### config.mk
export PLATFORM = sky130hd
export DESIGN_NAME = sppc_sleep_power
export DESIGN_NICKNAME = d
export VERILOG_FILES = /design/src/sppc_pkg.sv /design/src/sppc_sleep_power.sv
export SDC_FILE = /design/constraint.sdc
export NUM_CORES = 1
export LEC_CHECK = 0
export ABC_CLOCK_PERIOD_IN_PS = 2250
export BUFFER_PORTS_ARGS = -buffer_cell sky130_fd_sc_hd__buf_2
export CAP_MARGIN = 5
export CORE_ASPECT_RATIO = 1.2
export CORE_UTILIZATION = 48
export DETAILED_ROUTE_END_ITERATION = 10
export GPL_ROUTABILITY_DRIVEN = 1
export MAX_ROUTING_LAYER = met4
export PLACE_DENSITY = 0.76
export SLEW_MARGIN = 40
export SYNTH_ARGS = -nofsm -noshare
export SYNTH_HDL_FRONTEND = slang
export SYNTH_SLANG_ARGS = --single-unit
### constraint.sdc
create_clock -name I_CLOCK -period 2.25 [get_ports I_CLOCK]
set_input_delay 0.3375 -clock I_CLOCK [delete_from_list [all_inputs] [get_ports I_CLOCK]]
set_output_delay 0.3375 -clock I_CLOCK [all_outputs]
set_load 0.05 [all_outputs]
### src/sppc_pkg.sv
/*
 sleep power plane control package: state encoding, event carrier, defaults.
 assumes a single always-on clock and asynchronous active-low reset.
*/
// Summary of operation
// - power return after G3 from S4 resumes to S0 or stays in S4.
// - power-button override into S5 continues to deep sleep when enabled and allowed.
// - selected wake events survive main power loss and act once power returns.
// - S3 indicator active in S3; memory stays powered, rest may go off.
// - S4 indicator active in S4; memory may be powered down too.
// - S5 indicator active in soft-off; everything but restart logic may go off.
// - management sleep output asserted while management platform is fully off.
// - LAN power-down asserted in sleep or management-off only without any wake-on-LAN.
// - suspend-well sleep asserted only when primary and suspend rails may go off.
// - deep sleep resume returns to the S3, S4 or S5 it came from.
package sppc_pkg;

    typedef enum logic [2:0] {
        SPPC_S0,
        SPPC_S3,
        SPPC_S4,
        SPPC_S5,
        SPPC_DEEP,
        SPPC_G3
    } sppc_state_t;

    // one-cycle request pulses from the surrounding power manager
    typedef struct packed {
        logic sleep_s3;
        logic sleep_s4;
        logic sleep_s5;
        logic pwrbtn_override;
        logic wake;
        logic deep_ok;
        logic power_fail;
        logic power_return;
    } sppc_evt_t;

    // configuration levels
    typedef struct packed {
        logic after_g3_off;
        logic deep_en;
        logic host_wol;
        logic mgmt_wol;
        logic sus_off_allowed;
        logic wake_keep;
    } sppc_cfg_t;

    // indicator bundle, all active low
    typedef struct packed {
        logic sleep_s3_n;
        logic sleep_s4_n;
        logic sleep_s5_n;
        logic mgmt_sleep_n;
        logic lan_power_down_n;
        logic suspend_well_sleep_n;
    } sppc_pins_t;

    localparam sppc_pins_t SPPC_PINS_RESET = 6'h3F;
    localparam sppc_state_t SPPC_RESET_STATE = SPPC_S0;
    localparam logic        SPPC_WAKE_RESET  = 1'h0;

endpackage : sppc_pkg

### src/sppc_sleep_power.sv
/*
 sleep state tracker driving active-low power plane indicators.
 holds the sleep state, its origin for deep sleep and mechanical off, and one
 retained wake flag; indicators are registered from the next state.
 assumes events are synchronous single-cycle pulses; no software registers.
 a level held on an event input acts again on every edge.
*/
`timescale 1ns/1ps
module sppc_sleep_power
    import sppc_pkg::*;
(
    // clock and reset
    input  wire logic        I_CLOCK,
    input  wire logic        I_RESETN,
    // events and configuration
    input  wire sppc_evt_t   I_EVT,
    input  wire sppc_cfg_t   I_CFG,
    input  wire logic        I_MGMT_OFF,
    input  wire logic        I_PRESERVED_WAKE,
    // power plane indicators
    output logic             O_SLEEP_S3_N,
    output logic             O_SLEEP_S4_N,
    output logic             O_SLEEP_S5_N,
    output logic             O_MGMT_SLEEP_N,
    output logic             O_LAN_POWER_DOWN_N,
    output logic             O_SUSPEND_WELL_SLEEP_N,
    // state and retained wake
    output sppc_state_t      O_STATE,
    output logic             O_WAKE_PENDING
);

    // state and retained context
    sppc_state_t state_q;
    sppc_state_t state_d;
    sppc_state_t prior_q;          // sleep state before deep sleep or G3
    sppc_state_t prior_d;
    sppc_pins_t  pins_q;
    sppc_pins_t  pins_d;
    logic        wake_q;
    logic        wake_d;

    // event qualification
    logic        fail_now;
    logic        wake_now;
    logic        deep_go;
    logic        ovr_go;
    logic        sleeping;

    // resume targets
    logic        from_s4;
    sppc_state_t off_state;
    sppc_state_t g3_resume;
    sppc_state_t s0_target;

    // indicator requests, active high before inversion
    logic        deep_from_s3;
    logic        deep_from_s5;
    logic        ask_s3;
    logic        ask_s4;
    logic        ask_s5;
    logic        ask_mgmt;
    logic        any_wol;
    logic        lan_idle;
    logic        ask_lan;
    logic        rails_low;
    logic        ask_sus;

    // wake retention controls
    logic        capture_wake;
    logic        consume_wake;

    // power loss beats every other request outside G3
    assign fail_now  = I_EVT.power_fail && (state_q != SPPC_G3);
    // retained wake counts as a wake once power is back
    assign wake_now  = I_EVT.wake | wake_q;
    assign deep_go   = I_CFG.deep_en & I_EVT.deep_ok;
    assign ovr_go    = I_EVT.pwrbtn_override;
    assign sleeping  = (state_d != SPPC_S0);

    // priority in S0: override, then S3, S4, S5 requests
    assign s0_target = ovr_go         ? SPPC_S5 :
                       I_EVT.sleep_s3 ? SPPC_S3 :
                       I_EVT.sleep_s4 ? SPPC_S4 :
                       I_EVT.sleep_s5 ? SPPC_S5 : SPPC_S0;

    // without the off option a return from mechanical off always reboots
    assign from_s4   = (prior_q == SPPC_S4);
    assign off_state = from_s4 ? SPPC_S4 : SPPC_S5;
    assign g3_resume = I_CFG.after_g3_off ? off_state : SPPC_S0;

    always_comb begin
        state_d = state_q;
        prior_d = prior_q;
        if (fail_now) begin
            state_d = SPPC_G3;
            prior_d = state_q;
        end else begin
            case (state_q)
                SPPC_S0: begin
                    state_d = s0_target;
                end
                SPPC_S3, SPPC_S4: begin
                    if (ovr_go) begin
                        state_d = SPPC_S5;
                    end else if (wake_now) begin
                        state_d = SPPC_S0;
                    end else if (deep_go) begin
                        state_d = SPPC_DEEP;
                        prior_d = state_q;
                    end
                end
                SPPC_S5: begin
                    if (wake_now) begin
                        state_d = SPPC_S0;
                    end else if (deep_go) begin
                        state_d = SPPC_DEEP;
                        prior_d = SPPC_S5;
                    end
                end
                SPPC_DEEP: begin
                    if (wake_now) begin
                        state_d = SPPC_S0;
                    end else if (I_EVT.power_return) begin
                        state_d = prior_q;
                    end
                end
                SPPC_G3: begin
                    if (I_EVT.power_return) begin
                        state_d = g3_resume;
                    end
                end
                default: begin
                    state_d = SPPC_RESET_STATE;
                end
            endcase
        end
    end

    // capture only while the rails are down, consume once running again;
    // the two cannot meet in one cycle, but capture is checked first
    assign capture_wake = (state_q == SPPC_G3) && !I_EVT.power_return &&
                          I_CFG.wake_keep && I_PRESERVED_WAKE;
    assign consume_wake = (state_q != SPPC_G3) && wake_q;

    always_comb begin
        wake_d = wake_q;
        if (capture_wake) begin
            wake_d = 1'h1;
        end else if (consume_wake) begin
            wake_d = 1'h0;
        end
    end

    // indicators: deeper sleep implies shallower ones asserted
    assign deep_from_s3 = (state_d == SPPC_DEEP) && (prior_d == SPPC_S3);
    assign deep_from_s5 = (state_d == SPPC_DEEP) && (prior_d == SPPC_S5);
    assign ask_s3       = state_d inside {SPPC_S3, SPPC_S4, SPPC_S5,
                                          SPPC_DEEP, SPPC_G3};
    // deep sleep out of S3 keeps memory powered for the saved context
    assign ask_s4       = (state_d inside {SPPC_S4, SPPC_S5, SPPC_DEEP, SPPC_G3}) &&
                          !deep_from_s3;
    assign ask_s5       = (state_d inside {SPPC_S5, SPPC_G3}) || deep_from_s5;
    // management request follows its level in every state; lan request only in sleep or management-off
    assign ask_mgmt     = I_MGMT_OFF;
    assign any_wol      = I_CFG.host_wol | I_CFG.mgmt_wol;
    assign lan_idle     = sleeping | I_MGMT_OFF;
    assign ask_lan      = lan_idle & !any_wol;
    // hub itself hangs off this rail, so only when the board allows it
    assign rails_low    = (state_d == SPPC_DEEP) || (state_d == SPPC_G3);
    assign ask_sus      = I_CFG.sus_off_allowed && rails_low;

    always_comb begin
        pins_d                      = SPPC_PINS_RESET;
        pins_d.sleep_s3_n           = !ask_s3;
        pins_d.sleep_s4_n           = !ask_s4;
        pins_d.sleep_s5_n           = !ask_s5;
        pins_d.mgmt_sleep_n         = !ask_mgmt;
        pins_d.lan_power_down_n     = !ask_lan;
        pins_d.suspend_well_sleep_n = !ask_sus;
    end

    // state and its origin move together
    always_ff @(posedge I_CLOCK or negedge I_RESETN) begin
        if (!I_RESETN) begin
            state_q <= SPPC_RESET_STATE;
            prior_q <= SPPC_RESET_STATE;
        end else begin
            state_q <= state_d;
            prior_q <= prior_d;
        end
    end

    // pins taken from next state so they line up with the state output
    always_ff @(posedge I_CLOCK or negedge I_RESETN) begin
        if (!I_RESETN) begin
            pins_q <= SPPC_PINS_RESET;
        end else begin
            pins_q <= pins_d;
        end
    end

    // retained wake flag
    always_ff @(posedge I_CLOCK or negedge I_RESETN) begin
        if (!I_RESETN) begin
            wake_q <= SPPC_WAKE_RESET;
        end else begin
            wake_q <= wake_d;
        end
    end

    assign O_SLEEP_S3_N           = pins_q.sleep_s3_n;
    assign O_SLEEP_S4_N           = pins_q.sleep_s4_n;
    assign O_SLEEP_S5_N           = pins_q.sleep_s5_n;
    assign O_MGMT_SLEEP_N         = pins_q.mgmt_sleep_n;
    assign O_LAN_POWER_DOWN_N     = pins_q.lan_power_down_n;
    assign O_SUSPEND_WELL_SLEEP_N = pins_q.suspend_well_sleep_n;
    assign O_STATE                = state_q;
    assign O_WAKE_PENDING         = wake_q;

endmodule : sppc_sleep_power

==> implementation parameters <==
Parameter                              Value

STA
  Endpoints failing setup    0
  Final Max Tran Viols    0
  Min Tclk post-route    roughly 1.9 ns
  Worst slew margin relative to its limit    0.661
  Final clock period utilization by the worst path    0.865
  Final Hold Vio Count    0
  Unrepaired setup endpoints after global routing    no
  Worst setup skew after layout    0.00191 ns
  Total Negative Setup Slacks    0 ns
  Max Clk Rate    514 MHz
  Transition time of the tightest slew-check pin    0.508 ns
  Worst hold margin    0.185 ns

Synthesis
  FFs w/ async S/R, synth    1.00
  Most area-consuming cells after synthesis    dfrtp_1, dfstp_2, a21oi_1
  Mux contribution to synthesized area    0
  Main combinational cell family by area after synthesis    compound AO/OA/AOI/OAI gates
  Mapped Avg Cell Area    around 9.7 um^2
  Adder-cell area share of the yosys netlist    0
  Synthesized netlist net count    105
  Synth Area in Compound Gates    0.291
  Number of flops mapped to enable cells by yosys    0
  Synthesized instance count    87
  Sequential area share after synthesis    0.393
  Flip-flop and latch count after synthesis    13
  Largest area contributor in the netlist    dfrtp_1
  Xor/xnor cell area share of the yosys netlist    0.0104
  Mapped cell area    846 um^2
  Synthesis warning total    0
  Yosys top cell area share    0.207
  Leading register cell type out of synthesis    dfrtp_1
  Simple-gate portion of the synthesized area    0.262
  Most common library cells after synthesis    a21oi_1, nor2_1, dfrtp_1, dfstp_2, o21ai_0
  Number of distinct library cell variants in the gate-level netlist after synthesis    36

Final layout
  Net count, final    135
  Final non-filler cell total    around 130
  Area of the multi-input gates    477 um^2
  Synth-to-layout area growth    20.9%
  Core Util, Final    0.623
  Register area    333 um^2
  Number of diodes    0
  Layout cell share with drive strength beyond 1    0.379
  Fillers    around 160

Power and ir drop
  Power share of the sequential group    0.334
  Switching fraction of total power    0.514
  Internal power contribution    0.000681 W
  Power density of the placed cells    roughly 1400 nW/um^2
  Peak supply drop    0.759 mV
  Combinational cell fraction of total power    0.568
  Fraction of power consumed by the clock network    0.098
  Cell leakage power    0.441 nW
  Switching pwr    ~0.0007 W

GRT
  First-pass GRT wire length    2790 um
  Pin count of the biggest net entering global routing    16
  Met1 Use GR    0.256
  Global-route congestion overflow total    0
  Combined global-route utilization of all metal layers    0.222
  Met2 track demand over resource in global routing    0.384
  Vias in the first global route    681
  Met3 track demand over resource    0.0140
  Busiest grt layer    met2
  Number of antenna violations at the first check in global routing    0

Placed design
  Cells after DPL    129
  Number of input and output port buffers inserted    27
  Global placement routability congestion    roughly 0.83
  Dpl hpwl    1500 um

Floorplanning
  Core box area    about 1600 um^2
  Die Y    ~48 um
  Initial Utilization    0.515
  Horizontal extent of the die    ~40 um
  Number of primary I/O pins    28
  Die area    slightly below 2000 um^2
  Std cell rows    16

Drt
  Drt first pass iters    4
  Via count    ~790
  Wirelength per Cell    14.1 um
  DRC errors left    0
  Violation count after the first detailed-route iteration    18
  Via-to-Cell Ratio    5.88
  Count of antenna-violating nets left after detailed routing    0
  Wire length after detailed routing    1890 um

Setup path
  Data required time at the worst endpoint    2.44 ns
  WS Path Type    flop to flop
  Arrival time at the worst endpoint    2.14 ns
  Reg2reg start    O_STATE[0]
  Element type at the critical path end    flop
  Launch point of the worst path    O_STATE[0]
  Kind of launch point of the worst setup path    flop
  Critical Path Fanout Max    12

Clock network
  H-tree Lvls    1
  Clock buffer depth    2
  Buffer count from post-CTS setup fixing    0
  Root buf cell    clkbuf_4
  Post-CTS Resized    0
  Number of buffers created by CTS    3
  Clock tree from TritonCTS    yes
  Clock-pin slew of the registers on the worst-case setup and hold paths    0.07 ns
  Post-CTS Hold Fix Bufs    1
  Clock Sink Count    13
  Clock latency reported for the late side of the worst-skew pair    0.27 ns

Min path
  Worst hold path class    input pin to flop
  Hold Startpoint    I_MGMT_OFF

Job
  Count of max-cap constraint violations    0

Outcome
  Status    complete, no violations
## state kept, by name (all words and copies together) (netlist names)
signal and cells:
O_LAN_POWER_DOWN_N 1, prior_q 3, O_STATE 3, O_SLEEP_S3_N 1, O_SUSPEND_WELL_SLEEP_N 1, O_WAKE_PENDING 1, O_MGMT_SLEEP_N 1, O_SLEEP_S4_N 1
O_SLEEP_S5_N 1
## layer usage
metal  wire [um]  vias to the layer above
met4          27                        0
met3          85                        4
met5           0                        -
met2         994                       27
met1         784                      379
li1            -                      378
## worst max-delay path, stage by stage (launching register included)
cell      delay [ns]
dfrtp_1         0.57
inv_2           0.13
a221oi_2        0.28
nor3_1          0.11
nor4b_4         0.44
a21oi_1         0.13
nor3_1          0.21
## power groups by stage
| stage | clock (W) | sequential (W) | combinational (W) |
|---|---|---|---|
| 2_1_floorplan | 0 | 0.000620 | 0.000476 |
| 3_3_place_gp | 0 | 0.000463 | 0.000775 |
| 3_5_place_dp | 0 | 0.000468 | 0.000794 |
| 4_1_cts | 0.000145 | 0.000464 | 0.000798 |
| 5_1_grt | 0.000155 | 0.000481 | 0.000853 |
| 6_report | 0.000138 | 0.000467 | 0.000794 |
## layout make-up
type | count | area share
sequential | 13 | 0.326
tap | 18 | 0.0220
timing repair buffer | 28 | 0.142
clock buffer | 4 | 0.0257
multi-input combinational | 66 | 0.466
inverter | 5 | 0.0184
## placed cells by master (no fill, tap or decap), types with 3 or more instances in the layout
master / Yosys / routed
a21oi_1: 9 / 9
buf_2: 2 / 27
clkbuf_4: 1 / 3
dfrtp_1: 7 / 7
dfstp_2: 6 / 6
inv_1: 4 / 4
nand2_1: 5 / 5
nand2b_1: 3 / 3
nor2_1: 9 / 9
nor2b_1: 3 / 3
nor3_1: 3 / 3
o21ai_0: 6 / 6
## path summary, 6_finish.rpt
path                                 endpoint  slack, ns  depth (start not counted)
hold reg to reg                O_WAKE_PENDING       0.57                          2
setup / recovery                 O_SLEEP_S3_N       0.30                          6
setup reg to reg                 O_SLEEP_S3_N       0.30                          6
min in group asynchronous          prior_q[0]       0.47                          2
max in group asynchronous  O_LAN_POWER_DOWN_N       1.50                          2
hold / removal                 O_MGMT_SLEEP_N       0.18                          2
## stage by stage
step | total power (W) | worst slack [ns] | instance area [um^2]
2_1_floorplan | 0.00110 | 0.195 | 846
3_3_place_gp | 0.00124 | 0.365 | 986
3_5_place_dp | 0.00126 | 0.320 | 986
4_1_cts | 0.00141 | 0.299 | 1020
5_1_grt | 0.00149 | 0.142 | 1020
6_report | 0.00140 | 0.303 | 1020
## kinds of logic (layout without fill, tap and decap cells)
logic type / after synthesis / in the layout
compound gates: 31 / 31
xor+xnor: 1 / 1
buf+inv: 8 / 37
flops: 13 / 13
simple gates: 34 / 34
(Power assumes the default switching activity.)
